==> src/logic/twrp_pkg.sv <==
package twrp_pkg;
  // register file geometry
  localparam int          TWRP_NUM_REGS  = 21;      // pointer values 0..14h
  localparam logic [7:0]  TWRP_PTR_TOP   = 8'h14;   // highest register pointer
  localparam logic [7:0]  TWRP_REG_RESET = 8'h00;   // power-on register contents
  localparam logic [7:0]  TWRP_PTR_RESET = 8'h00;   // power-on base pointer
  // address byte layout: upper five bits fixed, two from select pins
  localparam logic [4:0]  TWRP_ADDR_FIXED = 5'h13;  // fixed high part of slave address
  localparam int          TWRP_BITS_BYTE  = 8;      // bits per byte on the data line
  localparam logic [3:0]  TWRP_ACK_SLOT   = 4'h8;   // bit index of acknowledge slot

  // synchronised and edge-detected line state
  typedef struct packed {
    logic scl_rise;   // clock line went high
    logic scl_fall;   // clock line went low
    logic start;      // falling data while clock high
    logic stop;       // rising data while clock high
    logic sda;        // settled data level
  } twrp_line_t;

  // protocol phases
  typedef enum logic [2:0] {
    TWRP_IDLE, TWRP_ADDR, TWRP_PTR, TWRP_WDATA, TWRP_RDATA, TWRP_IGNORE
  } twrp_state_t;
endpackage : twrp_pkg

==> src/logic/twrp_port.sv <==
// Notes on behaviour
// RQ1 - all bytes travel most significant bit first
// RQ2 - refused write byte leaves data released high
// RQ3 - master nack on read ends data, release
// RQ4 - first write byte sets base pointer
// RQ5 - each further write byte advances pointer
// RQ6 - pointer saturates at top value 14h
// RQ7 - pointer above 14h gets no acknowledge
// RQ8 - master writes pointer before reading
// RQ9 - read starts at last written pointer
// RQ10 - pointer advances after each read byte
// RQ11 - stop returns port to idle
// RQ12 - repeated start decodes fresh address
// RQ13 - start is data falling, clock high
// RQ14 - address byte is seven bits plus direction
// RQ15 - matching address acknowledged on ninth pulse
// RQ16 - write bytes acknowledged and stored
`timescale 1ns/10ps
`default_nettype none
module twrp_port
  import twrp_pkg::*;
(
  input  wire logic                    clock,               // system clock 100 MHz
  input  wire logic                    rst_n,               // async reset, active low
  input  wire logic                    clk_en,              // freezes all state when low
  input  wire logic [1:0]              address_select_pins, // low address bits strap
  input  wire logic                    scl_in,              // serial clock pin level
  input  wire logic                    sda_in,              // serial data pin level
  output logic                         sda_out,             // always low when driving
  output logic                         sda_oe,              // high while pulling data low
  output logic [TWRP_NUM_REGS*8-1:0]   reg_file             // all control registers
);
  // two-stage synchronisers plus one history stage
  logic [2:0] scl_sync;   // [0] first stage, read only by [1]
  logic [2:0] sda_sync;   // same structure for data
  twrp_line_t line;       // decoded line events

  // synchroniser shift, no other logic on stage 0
  always_ff @(posedge clock or negedge rst_n) begin
    if (!rst_n) begin
      scl_sync <= 3'h7;
      sda_sync <= 3'h7;
    end else if (clk_en) begin
      scl_sync <= {scl_sync[1:0], scl_in};
      sda_sync <= {sda_sync[1:0], sda_in};
    end
  end

  // edge and condition decode from settled stages
  always_comb begin
    line.scl_rise = scl_sync[1] & ~scl_sync[2];
    line.scl_fall = ~scl_sync[1] & scl_sync[2];
    // RQ13 start detect
    line.start    = scl_sync[1] & scl_sync[2] & ~sda_sync[1] & sda_sync[2];
    // RQ11 stop detect
    line.stop     = scl_sync[1] & scl_sync[2] & sda_sync[1] & ~sda_sync[2];
    line.sda      = sda_sync[1];
  end

  // protocol state
  twrp_state_t state,    next_state;     // current phase
  logic [3:0]  bit_cnt,  next_bit_cnt;   // 0..7 data bits, 8 ack slot, 9 after master ack on read
  logic [7:0]  shreg,    next_shreg;     // shifts in write bytes, holds the byte being read
  logic [7:0]  ptr,      next_ptr;       // base register pointer
  logic        is_read,  next_is_read;   // direction of current byte phase
  logic        ack_ok,   next_ack_ok;    // this byte will be acknowledged
  logic        oe,       next_oe;        // data line pull-down
  logic [7:0]  regs      [TWRP_NUM_REGS];
  logic [7:0]  next_regs [TWRP_NUM_REGS];
  logic [6:0]  my_addr;                  // own slave address

  assign my_addr = {TWRP_ADDR_FIXED, address_select_pins};

  // byte at the current pointer, source for every read load
  logic [7:0]  rd_data;
  assign rd_data = reg_rd(ptr, regs);

  // saturating pointer step
  function automatic logic [7:0] ptr_step(input logic [7:0] p);
    // RQ6 saturate at top
    ptr_step = (p >= TWRP_PTR_TOP) ? TWRP_PTR_TOP : p + 8'h01;
  endfunction : ptr_step

  // register read with out-of-range guard
  function automatic logic [7:0] reg_rd(input logic [7:0] p, input logic [7:0] r [TWRP_NUM_REGS]);
    reg_rd = (p <= TWRP_PTR_TOP) ? r[p[4:0]] : 8'h00;
  endfunction : reg_rd

  // next-state computation
  always_comb begin
    next_state   = state;
    next_bit_cnt = bit_cnt;
    next_shreg   = shreg;
    next_ptr     = ptr;
    next_is_read = is_read;
    next_ack_ok  = ack_ok;
    next_oe      = oe;
    next_regs    = regs;
    if (line.stop) begin
      // RQ11 stop ends transfer
      next_state  = TWRP_IDLE;
      next_oe     = 1'b0;
      next_ack_ok = 1'b0;
    end else if (line.start) begin
      // RQ12 start or repeated start
      next_state   = TWRP_ADDR;
      next_bit_cnt = 4'h0;
      next_is_read = 1'b0;
      next_oe      = 1'b0;
      next_ack_ok  = 1'b0;
    end else if (state != TWRP_IDLE && state != TWRP_IGNORE) begin
      if (line.scl_rise) begin
        if (bit_cnt < TWRP_ACK_SLOT) begin
          // RQ1 shift in msb first
          if (!is_read) begin
            next_shreg = {shreg[6:0], line.sda};
          end
          next_bit_cnt = bit_cnt + 4'h1;
        end else if (is_read && bit_cnt == TWRP_ACK_SLOT) begin
          // RQ3 master nack ends data
          if (line.sda) begin
            next_state = TWRP_IGNORE;
          end else begin
            // master ack: next byte loads at this pulse's fall
            next_bit_cnt = TWRP_ACK_SLOT + 4'h1;
          end
        end
      end else if (line.scl_fall) begin
        if (state == TWRP_RDATA) begin
          if (bit_cnt == TWRP_ACK_SLOT) begin
            // RQ10 byte sent: release for master ack, step pointer
            next_oe  = 1'b0;
            next_ptr = ptr_step(ptr);
          end else if (bit_cnt > TWRP_ACK_SLOT) begin
            // master acked: drive msb of the byte at the new pointer
            next_shreg   = rd_data;
            next_oe      = ~rd_data[TWRP_BITS_BYTE-1];
            next_bit_cnt = 4'h0;
          end else begin
            // RQ1 drive next bit msb first
            next_oe = ~shreg[3'(TWRP_BITS_BYTE - 1) - bit_cnt[2:0]];
          end
        end else if (bit_cnt == TWRP_ACK_SLOT && !ack_ok) begin
          // byte complete: decide acknowledge and act
          next_ack_ok = 1'b0;
          unique case (state)
            TWRP_ADDR: begin
              // RQ14 seven bits plus direction, RQ15 match
              if (shreg[7:1] == my_addr) begin
                next_ack_ok = 1'b1;
              end
            end
            TWRP_PTR: begin
              // RQ7 refuse pointer above top, RQ4 store base
              if (shreg <= TWRP_PTR_TOP) begin
                next_ack_ok = 1'b1;
                next_ptr    = shreg;
              end
            end
            TWRP_WDATA: begin
              // RQ16 store and acknowledge write byte
              next_ack_ok = 1'b1;
              next_regs[ptr[4:0]] = shreg;
            end
            default: begin
              next_ack_ok = 1'b0;
            end
          endcase
          // RQ2 refusal keeps data released
          next_oe = next_ack_ok;
          if (!next_oe) begin
            next_state = TWRP_IGNORE;
          end
        end else if (bit_cnt == TWRP_ACK_SLOT) begin
          // end of ack slot: start next byte
          next_bit_cnt = 4'h0;
          next_oe      = 1'b0;
          next_ack_ok  = 1'b0;
          unique case (state)
            TWRP_ADDR: begin
              next_is_read = shreg[0];
              next_state   = shreg[0] ? TWRP_RDATA : TWRP_PTR;
              if (shreg[0]) begin
                // RQ9 first read byte from stored pointer
                next_shreg = rd_data;
                next_oe    = ~rd_data[TWRP_BITS_BYTE-1];
              end
            end
            TWRP_PTR:   next_state = TWRP_WDATA;
            // RQ5 advance after stored byte
            TWRP_WDATA: next_ptr = ptr_step(ptr);
            default:    next_state = TWRP_IGNORE;
          endcase
        end
      end
    end
  end

  // register all protocol state
  always_ff @(posedge clock or negedge rst_n) begin
    if (!rst_n) begin
      state   <= TWRP_IDLE;
      bit_cnt <= 4'h0;
      shreg   <= 8'h00;
      ptr     <= TWRP_PTR_RESET;
      is_read <= 1'b0;
      ack_ok  <= 1'b0;
      oe      <= 1'b0;
      for (int i = 0; i < TWRP_NUM_REGS; i++) begin
        regs[i] <= TWRP_REG_RESET;
      end
    end else if (clk_en) begin
      state   <= next_state;
      bit_cnt <= next_bit_cnt;
      shreg   <= next_shreg;
      ptr     <= next_ptr;
      is_read <= next_is_read;
      ack_ok  <= next_ack_ok;
      oe      <= next_oe;
      regs    <= next_regs;
    end
  end

  // outputs from flip-flops, drive level tied low
  assign sda_oe  = oe;
  assign sda_out = 1'b0;
  always_comb begin
    for (int i = 0; i < TWRP_NUM_REGS; i++) begin
      reg_file[i*8 +: 8] = regs[i];
    end
  end

  // RQ6 pointer never beyond top
  a_ptr_top_limit: assert property (@(posedge clock) disable iff (!rst_n) // RQ6
    $changed(ptr) && state != TWRP_PTR |-> ptr <= TWRP_PTR_TOP)
    else $error("pointer advanced beyond top register");
  // RQ11 stop returns to idle
  a_stop_idle: assert property (@(posedge clock) disable iff (!rst_n) // RQ11
    clk_en && line.stop |=> state == TWRP_IDLE && !oe)
    else $error("stop did not return port to idle");
  // RQ12 start restarts address phase
  a_start_addr: assert property (@(posedge clock) disable iff (!rst_n) // RQ12
    clk_en && line.start && !line.stop |=> state == TWRP_ADDR && bit_cnt == 4'h0)
    else $error("start did not begin address phase");
  // RQ7 pointer above top never acknowledged
  a_ptr_refuse: assert property (@(posedge clock) disable iff (!rst_n) // RQ7
    clk_en && state == TWRP_PTR && shreg > TWRP_PTR_TOP && line.scl_fall
    && bit_cnt == TWRP_ACK_SLOT && !oe |=> !oe && state == TWRP_IGNORE)
    else $error("pointer above top was acknowledged");
  // RQ2 ignore phase keeps line released
  a_ignore_release: assert property (@(posedge clock) disable iff (!rst_n) // RQ2
    state == TWRP_IGNORE && $past(state) == TWRP_IGNORE |-> !oe)
    else $error("data line driven after refusal");
  // RQ3 master nack on read ends data phase
  a_read_nack: assert property (@(posedge clock) disable iff (!rst_n) // RQ3
    clk_en && state == TWRP_RDATA && bit_cnt == TWRP_ACK_SLOT && line.scl_rise
    && line.sda && !line.start && !line.stop |=> state == TWRP_IGNORE)
    else $error("read nack did not end data");
  // RQ3 line released for master ack slot
  a_read_release: assert property (@(posedge clock) disable iff (!rst_n) // RQ3
    clk_en && state == TWRP_RDATA && bit_cnt == TWRP_ACK_SLOT && line.scl_fall |=> !oe)
    else $error("data line held in master ack slot");
  // RQ15 mismatched address never driven
  a_addr_mismatch: assert property (@(posedge clock) disable iff (!rst_n) // RQ15
    clk_en && state == TWRP_ADDR && bit_cnt == TWRP_ACK_SLOT && line.scl_fall && !oe
    && !line.start && !line.stop && shreg[7:1] != my_addr |=> !oe)
    else $error("foreign address acknowledged");
  // RQ16 write byte lands in register
  a_write_store: assert property (@(posedge clock) disable iff (!rst_n) // RQ16
    clk_en && state == TWRP_WDATA && bit_cnt == TWRP_ACK_SLOT && line.scl_fall && !oe
    && !line.start && !line.stop |=> regs[$past(ptr[4:0])] == $past(shreg) && oe)
    else $error("write byte not stored");
endmodule : twrp_port
`default_nettype wire

==> config.mk <==
export PLATFORM = sky130hd
export DESIGN_NAME = twrp_port
export DESIGN_NICKNAME = d
export VERILOG_FILES = /design/src/logic/twrp_pkg.sv /design/src/logic/twrp_port.sv
export SDC_FILE = /design/constraint.sdc
export NUM_CORES = 1
export LEC_CHECK = 0
export BUFFER_PORTS_ARGS = -buffer_cell sky130_fd_sc_hd__buf_2
export CAP_MARGIN = 20
export CELL_PAD_IN_SITES_DETAIL_PLACEMENT = 2
export CELL_PAD_IN_SITES_GLOBAL_PLACEMENT = 2
export CORE_ASPECT_RATIO = 2
export CORE_MARGIN = 1.5
export CORE_UTILIZATION = 35
export CTS_CLUSTER_SIZE = 25
export DETAILED_ROUTE_END_ITERATION = 6
export PLACE_DENSITY_LB_ADDON = 0.1
export REMOVE_ABC_BUFFERS = 1
export SLEW_MARGIN = 30
export SYNTH_ARGS = -nofsm -noshare
export SYNTH_HDL_FRONTEND = slang
export SYNTH_SLANG_ARGS = --single-unit
==> constraint.sdc <==
create_clock -name clock -period 3.6 [get_ports clock]
set_input_delay 0.54 -clock clock [delete_from_list [all_inputs] [get_ports clock]]
set_output_delay 0.54 -clock clock [all_outputs]
set_load 0.02 [all_outputs]
==> flow_summary.toml, run 1 <==
[outcome]
status = "finished, final reports clean"

[drt]
m1WireLength_um = 12700
antenna_left = 0
dr_wl_met2_um = 20810
via_per_inst = 5.589
num_vias = 7210
routed.top_layer = "met4"
wl_met3_um = 973
wl_per_cell_um = 27.57
firstDrtPassIters = 4
drtIter0Drc = 229
drc = 0
routed_wl_um = 35570

[setup_path]
path_class = "reg -> reg"
crit_buf_inv = 1
cpMaxStageDelayCell = "dfstp_2"
path_delay_family = "simple AND/OR/NAND/NOR gates"
cpPeakStageDelay_ns = 0.55
end_kind = "flop"
arrival_ns = 3.37
worstSetupStartpointType = "flop"
required_ns = 3.93
worstPathCellList = "inv_1 > ha_1 > nor2b_1 > o21ai_0 > nor4_4 > nand2_2 > nor2_4 > mux2_2"
cp_max_fo = 8

[power]
p_leak_nw = 5.940
vdd_drop_max_uv = 378.5
power_density_mw_per_mm2 = 526.6

[finish]
nNetsFinal = 936
layout-drive-gt1-share_pct = 53.75
fin_area_mm2 = 0.01200
n_antenna_cell = 0
final_cells = 1290
syn2layout_area_growth_pct = 19.58

[sta]
post-route-min-period_ns = 3.041
fmax_mhz = 328.8
setup_viol = 0
maxSlewViolCount = 0
final.setup_skew_ns = 0.009494
max-slew-margin-rel_pct = 46.49
worst_pin_slew_ns = 0.8027
setup_tns_ns = 0
whs_ns = 0.1247
final-hold-violation-count = 0
period_share_pct = 84.48
rsz0062_at_grt = "no"

[place]
gp_congestion = 0.8080
place_area_mm2 = 0.01138
place_inst = 1258
dp_hpwl_um = 26260
port-buffer-count = 175

[logic_synthesis]
synth_edf_count = 0
synth_common_cells = "dfrtp_1, mux2_2, clkbuf_1"
ys.flop_type = "dfrtp_1"
synth.area.top_cells = "dfrtp_1, mux2_2, mux4_2, nor2_4, o21ai_0"
synth_area_mm2 = 0.01003
ys_types = 60
synth_top_cell_by_area = "dfrtp_1"
synthArstFlopShare_pct = 100.0
syn_avg_cell_area_um2 = 13.24
synth-seq-cells = 200
yosys_warnings = 0
synth_top_area_share_pct = 48.38
postSynthCellCount = 758
seq_area_frac_synth_pct = 49.95
synthMostInstantiatedCell = "dfrtp_1"

[clock_network]
cts_tree = "yes"
cts_root_buf = "clkbuf_16"
cts_resized = 0
clkSinkCount = 200
clk_latency_ns = 0.46
cts_max_level = 4
numCtsBuffers = 17
clk_path_buf_depth = 2
cts_setup_buffers = 0
holdBufCountCts = 0
clk_pin_slew_ns = 0.07

[die]
die_w_um = 122.7
core_mm2 = 0.02819
die-area_mm2 = 0.02976
std_cell_rows = 87
ios = 177
start_util_pct = 35.59
die_h_um = 242.5

[global_routing]
gr-total-overflow = 0
grt_first_pass_wirelength_um = 53890
grt_pass1_vias = 8241
antenna_found_initial = 0
grt.total_usage_pct = 25.05
grt_max_degree = 89

[run]
max-cap-violations = 0

[hold_path]
min_path_type = "in -> async"
==> report_power, final <==
group	switching, mW	internal, mW	total (mW)
Clock	0.960	1.06	2.02
Sequential	0.293	2.35	2.64
Combinational	1.03	0.634	1.66
==> stage by stage <==
stage          utilization, %  power (mW)  setup slack, ns
2_1_floorplan               -       3.618           0.2365
3_3_place_gp            40.36       4.303           0.5823
3_5_place_dp            40.36       4.361           0.5613
4_1_cts                 42.54       6.404           0.5232
5_1_grt                 42.56       6.598           0.3994
6_report                42.56       6.318           0.5588
==> kinds of logic after synthesis <==
family                     after synthesis  share of synthesized area, %
buffers and inverters                   70                         2.781
xor gates and xnor gates                 4                        0.3492
other                                    1                       0.03737
muxes                                  243                         31.45
DFF                                    200                         49.95
adders and majority gates                8                        0.9975
and+or+nand+nor                        137                         8.429
AOI/OAI and AO/OA                       95                         6.010
==> metal layers <==
| metal | GRT usage (%) | vias up |
|---|---|---|
| li1 | - | 3113 |
| met1 | 26.89 | 3890 |
| met2 | 47.76 | 163 |
| met3 | 4.002 | 44 |
| met4 | 8.892 | 0 |
| met5 | 0 | - |
==> flip-flops by register name (all words and copies together) (netlist names), 3 cells and up <==
| register | flops |
|---|---|
| bit_cnt | 4 |
| ptr | 8 |
| reg_file | 168 |
| scl_sync | 3 |
| sda_sync | 3 |
| shreg | 8 |
| state | 3 |
==> worst paths after layout <==
| check | from | endpoint | slack, ns | cells past startpoint |
|---|---|---|---|---|
| max in group asynchronous | rst_n | ptr[1]$_DFFE_PN0P_ | 2.43 | 2 |
| max reg2reg | scl_sync[2]$_DFFE_PN1P_ | reg_file[91]$_DFFE_PN0P_ | 0.56 | 8 |
| min in group clock | scl_in | scl_sync[0]$_DFFE_PN1P_ | 0.32 | 2 |
| min | rst_n | reg_file[5]$_DFFE_PN0P_ | 0.12 | 1 |
| min reg2reg | sda_oe$_DFFE_PN0P_ | sda_oe$_DFFE_PN0P_ | 0.50 | 2 |
| max | scl_sync[2]$_DFFE_PN1P_ | reg_file[91]$_DFFE_PN0P_ | 0.56 | 8 |
==> layout make-up <==
cell class / instances / area, um^2
Fill cell: 2864 / 16190
Sequential cell: 200 / 5015
Multi-Input combinational cell: 488 / 4748
Timing Repair Buffer: 200 / 1122
Tap cell: 356 / 445.4
Clock buffer: 17 / 425.4
Clock inverter: 15 / 190.2
Inverter: 14 / 52.55
==> cell usage in the layout, fill, tap and decap left out, drive strengths merged, types with 2 or more instances in the layout <==
cell type  synthesis  final
buf               16    199
dfrtp            194    194
mux2             188    188
mux4              39     39
nor2              39     39
nand2             38     38
o21ai             33     33
a21oi             25     25
inv               14     19
clkbuf            40     18
mux2i             16     16
nand3             12     12
nor3              11     11
ha                 8      8
nor2b              7      7
a32oi              7      7
nor4               7      7
dfstp              6      6
clkinv             0      6
o22ai              4      4
a22oi              4      4
or2                3      3
nor3b              3      3
or3                2      2
or3b               2      2
xor2               2      2
and2               2      2
xnor2              2      2
nand4              2      2
o31ai              2      2
o21a               2      2
nand3b             2      2
a22o               2      2
o2bb2ai            2      2
and3               2      2
bufinv             0      2
clkinvlp           0      2
Power figures use the tool's default switching activity.
==> run 2, diff against run 1 <==
==> constraint.sdc (replaced) <==
create_clock -name clock -period 2.4 [get_ports clock]
set_input_delay 0.36 -clock clock [delete_from_list [all_inputs] [get_ports clock]]
set_output_delay 0.36 -clock clock [all_outputs]
set_load 0.02 [all_outputs]
==> run 2 against run 1 <==
Compared with the run above:
- combinational power rose by 120%
- worst setup slack got worse by 0.54 ns
- power rose by 66%
- fmax rose by 28%
- clock power rose by 51%
- cell count rose by 6.8%
- register-to-register slack got worse by 0.54 ns
- sequential cell count did not move
==> flow_summary.toml, run 2 (same netlist as run 1, synthesis figures left out) <==
[die]
core_mm2 = 0.02819
die_h_um = 242.5
std_cell_rows = 87
die-area_mm2 = 0.02976
start_util_pct = 35.59
ios = 177
die_w_um = 122.7

[finish]
utilization_pct = 48.71
largest_reg_flops = 168
final_cells = 1378
fin_area_mm2 = 0.01373
nNetsFinal = 1024
syn2layout_area_growth_pct = 36.85
layout_commonest_cell = "dfrtp_1"
n_antenna_cell = 0
layout-drive-gt1-share_pct = 59.30
final_cell_mix = "dfrtp_1, buf_2, mux2_4, buf_4, mux2_2"

[global_routing]
grt_max_degree = 70
grt_pass1_vias = 8847
grt_first_pass_wirelength_um = 56550
antenna_found_initial = 0
grt.total_usage_pct = 26.15
gr-total-overflow = 0

[clock_network]
clk_pin_slew_ns = 0.07
cts_root_buf = "clkbuf_16"
numCtsBuffers = 17
cts_max_level = 4
clkSinkCount = 200
cts_tree = "yes"
clk_path_buf_depth = 2
clk_latency_ns = 0.47

[sta]
fmax_mhz = 419.6
max-slew-margin-rel_pct = 59.81
worst_pin_slew_ns = 0.6028
final.setup_skew_ns = 0.008554
setup_viol = 0
period_share_pct = 99.30
final-hold-violation-count = 0
maxSlewViolCount = 0
post-route-min-period_ns = 2.383
whs_ns = 0.1280
rsz0062_at_grt = "yes"

[drt]
drtIter0Drc = 315
routed_wl_um = 38630
drc = 0
via_per_inst = 5.545
antenna_left = 0
num_vias = 7641
firstDrtPassIters = 4
wl_per_cell_um = 28.03

[power]
p_leak_nw = 6.659
seq_power_share_pct = 36.0
power_density_mw_per_mm2 = 765.4
pwr-share-comb_pct = 34.9
p_switching_mw = 3.785
intPower_mw = 6.726
vdd_drop_max_uv = 549.5
pwr-share-clk_pct = 29.2
swShare_pct = 36.01

[outcome]
status = "finished, final reports clean"

[setup_path]
rr_worst_depth = 7
critPathLaunch = "ptr[0]$_DFFE_PN0P_"
cp_max_fo = 5
end_kind = "flop"
reg2reg_slack_ns = 0.02
path_class = "reg -> reg"
r2r-start = "ptr[0]$_DFFE_PN0P_"
endpoint = "shreg[7]$_DFFE_PN0P_"
arrival_ns = 2.73
rr_endpoint = "shreg[7]$_DFFE_PN0P_"
worstSetupStartpointType = "flop"
required_ns = 2.75

[place]
port-buffer-count = 175
place_area_mm2 = 0.01210
gp_congestion = 0.8617
dp_hpwl_um = 27100
place_inst = 1321

[hold_path]
min_path_type = "in -> reg"

[run]
max-cap-violations = 0
run 2: cell types whose count changed in the layout (fill, tap and decap cells not counted), sizes merged:
cell,change
buf,+86
clkbuf,+4
clkinv,-4
clkinvlp,-1
dlygate4sd3,+1
inv,+2
run 2: how the worst min path moves through the flow:
stage | start | to | slack (ns) | cells past startpoint
global placement | rst_n | reg_file[29]$_DFFE_PN0P_ | 0.41 | 1
finish | sda_in | sda_sync[0]$_DFFE_PN1P_ | 0.13 | 2
detailed placement | rst_n | reg_file[29]$_DFFE_PN0P_ | 0.42 | 1
CTS | sda_in | sda_sync[0]$_DFFE_PN1P_ | 0.11 | 2
global route | sda_in | sda_sync[0]$_DFFE_PN1P_ | 0.12 | 2
floorplan | rst_n | ack_ok$_DFFE_PN0P_ | 0.06 | 0
run 2: metrics by stage:
step,power [mW],setup WS [ns],setup TNS (ns)
floorplan,5.427,-0.9635,-127.83
global placement,6.959,-0.2077,-22.33
detailed placement,7.103,-0.2830,-33.54
CTS,10.29,0.002272,0
global route,10.94,-0.06082,-2.012
finish,10.51,0.01675,0
run 2: layer usage:
layer	GRT usage, %	wire length (um)	vias to the layer above
li1	-	-	3269
met1	26.72	13940	4111
met2	50.00	21940	188
met3	4.002	1019	73
met4	12.31	1731	0
met5	0	0	-
run 2: critical path, cell delays in order, from the launching register on:
cell and delay [ns]:
dfrtp_2 0.47, clkbuf_16 0.19, mux4_2 0.52, nand2_1 0.10
o311a_1 0.25, o211ai_1 0.21, a22o_1 0.25, mux2_2 0.27
run 2: what timing repair did:
item / CTS / global route
endpoints found under the hold margin: 61 / 0
gates resized for setup: 30 / 166
setup endpoints to repair: 189 / 184
gates cloned: 0 / 2
hold buffers: 1 / 0
setup buffers: 12 / 10
pin swaps: 15 / 14
run 2: final cells by class:
class	instances	area (um^2)
clock buffer	20	446.7
clock inverter	12	157.7
fill	2715	14460
inverter	14	52.55
multi-input combinational	488	5463
sequential	200	5015
tap	356	445.4
timing repair buffer	288	2152
run 2: power groups by stage:
| stage | Sequential [mW] | Clock, mW | Combinational (mW) |
|---|---|---|---|
| after floorplan | 4.12 | 0 | 1.31 |
| after global placement | 3.81 | 0 | 3.15 |
| after detailed placement | 3.82 | 0 | 3.28 |
| after CTS | 3.76 | 3.11 | 3.41 |
| after global routing | 3.80 | 3.23 | 3.91 |
| final | 3.78 | 3.06 | 3.66 |
==> run 3, diff against run 2 <==
--- a/config.mk
+++ b/config.mk
@@ -5,13 +5,14 @@
 export SDC_FILE = /design/constraint.sdc
 export NUM_CORES = 1
 export LEC_CHECK = 0
+export ABC_AREA = 1
 export BUFFER_PORTS_ARGS = -buffer_cell sky130_fd_sc_hd__buf_2
 export CAP_MARGIN = 20
 export CELL_PAD_IN_SITES_DETAIL_PLACEMENT = 2
 export CELL_PAD_IN_SITES_GLOBAL_PLACEMENT = 2
 export CORE_ASPECT_RATIO = 2
-export CORE_MARGIN = 1.5
-export CORE_UTILIZATION = 35
+export CORE_MARGIN = 2
+export CORE_UTILIZATION = 33
 export CTS_CLUSTER_SIZE = 25
 export DETAILED_ROUTE_END_ITERATION = 6
 export PLACE_DENSITY_LB_ADDON = 0.1
==> constraint.sdc (replaced) <==
create_clock -name clock -period 2.43 [get_ports clock]
set_input_delay 0.3645 -clock clock [delete_from_list [all_inputs] [get_ports clock]]
set_output_delay 0.3645 -clock clock [all_outputs]
set_load 0.02 [all_outputs]
==> run 3 against run 2 <==
Compared with the run above:
- sequential cell count is the same
- via count grew 27%
- final area down 10%
- first-iteration DRC count increased by 20%
- sequential share of layout area increased by 4.2 points
- register-to-register slack better by 0.14 ns
- count of clock-buffer cells in the layout increased by 3
- combinational power up 26%
- worst setup slack improved by 0.14 ns
- cell count up 31%
- critical endpoint is now reg_file[0]$_DFFE_PN0P_
==> flow_summary.toml, run 3 <==
[outcome]
status = "finished, final reports clean"

[sta]
final-hold-violation-count = 0
period_share_pct = 93.39
rsz0062_at_grt = "no"
final.setup_skew_ns = 0.009529
setup_viol = 0
post-route-min-period_ns = 2.269
setup_tns_ns = 0
maxSlewViolCount = 0
max-slew-margin-rel_pct = 56.15
worst_pin_slew_ns = 0.6570
fmax_mhz = 440.7

[logic_synthesis]
synth_top_cell_by_area = "dfrtp_1"
synth_edf_count = 0
synth_top_family_by_area = "simple AND/OR/NAND/NOR gates"
synth.area.top_cells = "dfrtp_1, nand2_1, o21ai_1, o21ai_0, nor2_1"
synth_common_cells = "nand2_1, dfrtp_1, o21ai_1"
synth_top_area_share_pct = 48.45
seq_area_frac_synth_pct = 50.02
synthMostInstantiatedCell = "nand2_1"
postSynthCellCount = 1228
yosys_warnings = 0
ys.flop_type = "dfrtp_1"
synth_area_mm2 = 0.01002
synthXorXnorAreaFrac_pct = 0.2622
ys_types = 43
synthAdderAreaFrac_pct = 0.9989
synth_simple_gate_area_share_pct = 23.97
syn_avg_cell_area_um2 = 8.160
synth-seq-cells = 200
synthArstFlopShare_pct = 100.0
synth.mux.area_fraction_pct = 0.3371
synth_compound_area_share_pct = 18.28

[clock_network]
numCtsBuffers = 17
clk_pin_slew_ns = 0.07
cts_tree = "yes"
cts_max_level = 4
clk_latency_ns = 0.46
clk_path_buf_depth = 2
clkSinkCount = 200
cts_root_buf = "clkbuf_16"

[die]
die_w_um = 127.2
die_h_um = 250.4
core_mm2 = 0.03007
ios = 177
die-area_mm2 = 0.03186
std_cell_rows = 90
start_util_pct = 33.33

[drt]
firstDrtPassIters = 4
drc = 0
via_per_inst = 5.376
wl_per_cell_um = 22.49
drtIter0Drc = 378
routed_wl_um = 40570
antenna_left = 0
num_vias = 9698

[setup_path]
rr_endpoint = "reg_file[0]$_DFFE_PN0P_"
worstSetupStartpointType = "flop"
rr_worst_depth = 11
r2r-start = "sda_sync[1]$_DFFE_PN1P_"
cp_max_fo = 16
required_ns = 2.76
reg2reg_slack_ns = 0.16
arrival_ns = 2.60
end_kind = "flop"
path_class = "reg -> reg"

[finish]
syn2layout_area_growth_pct = 22.81
largest_reg_flops = 168
layout-drive-gt1-share_pct = 23.05
final_cell_mix = "nand2_1, dfrtp_1, buf_2, o21ai_1, o21ai_0"
fin_area_mm2 = 0.01231
nNetsFinal = 1438
final_cells = 1804
layout_commonest_cell = "nand2_1"
utilization_pct = 40.93
n_antenna_cell = 0

[global_routing]
antenna_found_initial = 0
gr-total-overflow = 0
grt_max_degree = 59
grt_first_pass_wirelength_um = 62550
grt.total_usage_pct = 25.98
grt_pass1_vias = 10649

[place]
gp_congestion = 0.8228
place_inst = 1764
dp_hpwl_um = 29930
place_area_mm2 = 0.01166
port-buffer-count = 175

[power]
vdd_drop_max_uv = 535.6
power_density_mw_per_mm2 = 912.9
p_leak_nw = 6.085
power_mw = 11.23

[run]
max-cap-violations = 0

[hold_path]
min_path_type = "in -> reg"
hold_path_end = "scl_sync[0]$_DFFE_PN1P_"
min_path_cells = 2
min-delay-start = "scl_in"
## run 3: changes by cell type after synthesis, sizes merged, moves of 11 or more
cell and delta:
buf +17, mux4 -39, nand2 +269, mux2i -16, nand4 +11, nand3 +56, inv +45, o21ai +258
nor2 +85, o22ai +12, mux2 -185
## run 3: per-stage QoR
step | hold slack (ns) | setup WS (ns)
after floorplan | 0.06891 | -1.373
after global placement | 0.4036 | 0.1757
after detailed placement | 0.4046 | 0.08086
after CTS | 0.1137 | 0.06885
after global routing | 0.1300 | 0.004587
final | 0.1332 | 0.1607
## run 3: worst max-delay path, cell delays in order, from the launching register on
cell,delay (ns)
dfstp_2,0.60
inv_2,0.07
nand3_2,0.07
nand2_2,0.06
inv_2,0.12
nand4_2,0.15
nor4_4,0.31
buf_12,0.18
buf_12,0.17
nand3_4,0.19
nand2_1,0.11
o21ai_1,0.08
## run 3: layer usage
layer,part of all wire [%],GRT usage (%)
met1,37,27.77
met2,57,49.95
met3,2.0,3.076
met4,4.1,11.65
met5,0,0
## run 3: worst max-delay path by stage
| stage | to | from | slack [ns] |
|---|---|---|---|
| floorplan | reg_file[160]$_DFFE_PN0P_ | scl_sync[2]$_DFFE_PN1P_ | -1.37 |
| global placement | state[0]$_DFFE_PN0P_ | state[0]$_DFFE_PN0P_ | 0.18 |
| detailed placement | reg_file[142]$_DFFE_PN0P_ | scl_sync[1]$_DFFE_PN1P_ | 0.08 |
| CTS | reg_file[142]$_DFFE_PN0P_ | scl_sync[1]$_DFFE_PN1P_ | 0.07 |
| global route | reg_file[158]$_DFFE_PN0P_ | scl_sync[1]$_DFFE_PN1P_ | 0.005 |
| finish | reg_file[0]$_DFFE_PN0P_ | sda_sync[1]$_DFFE_PN1P_ | 0.16 |
## run 3: layout make-up
type	instances	area [um^2]
Inverter	63	237.7
Multi-Input combinational cell	889	4420
Tap cell	368	460.4
Fill cell	3533	17760
Timing Repair Buffer	252	1603
Clock buffer	23	478.0
Clock inverter	9	92.59
Sequential cell	200	5015
## run 3: where the power goes
part	internal (mW)	switching, mW	leakage [nW]
logic	1.35	3.27	3.10
clock network	1.51	1.36	0.275
registers	3.52	0.228	2.71
total	6.38	4.86	6.09
## run 3: logic make-up (layout without fill, tap and decap cells)
logic type                 count (synthesis)  count (layout)
xor gates and xnor gates                   3               3
other                                      1               1
muxes                                      3               3
AOI/OAI and AO/OA                        352             352
and+or+nand+nor                          521             522
adders and majority gates                  8               8
DFF                                      200             200
buffers and inverters                    140             347
## run 3: repair_timing
action	in CTS	in global routing
hold endpoints to repair	53	0
buffers inserted	0	6
hold buffers	1	0
gates resized for setup	0	5
setup endpoints to repair	0	49
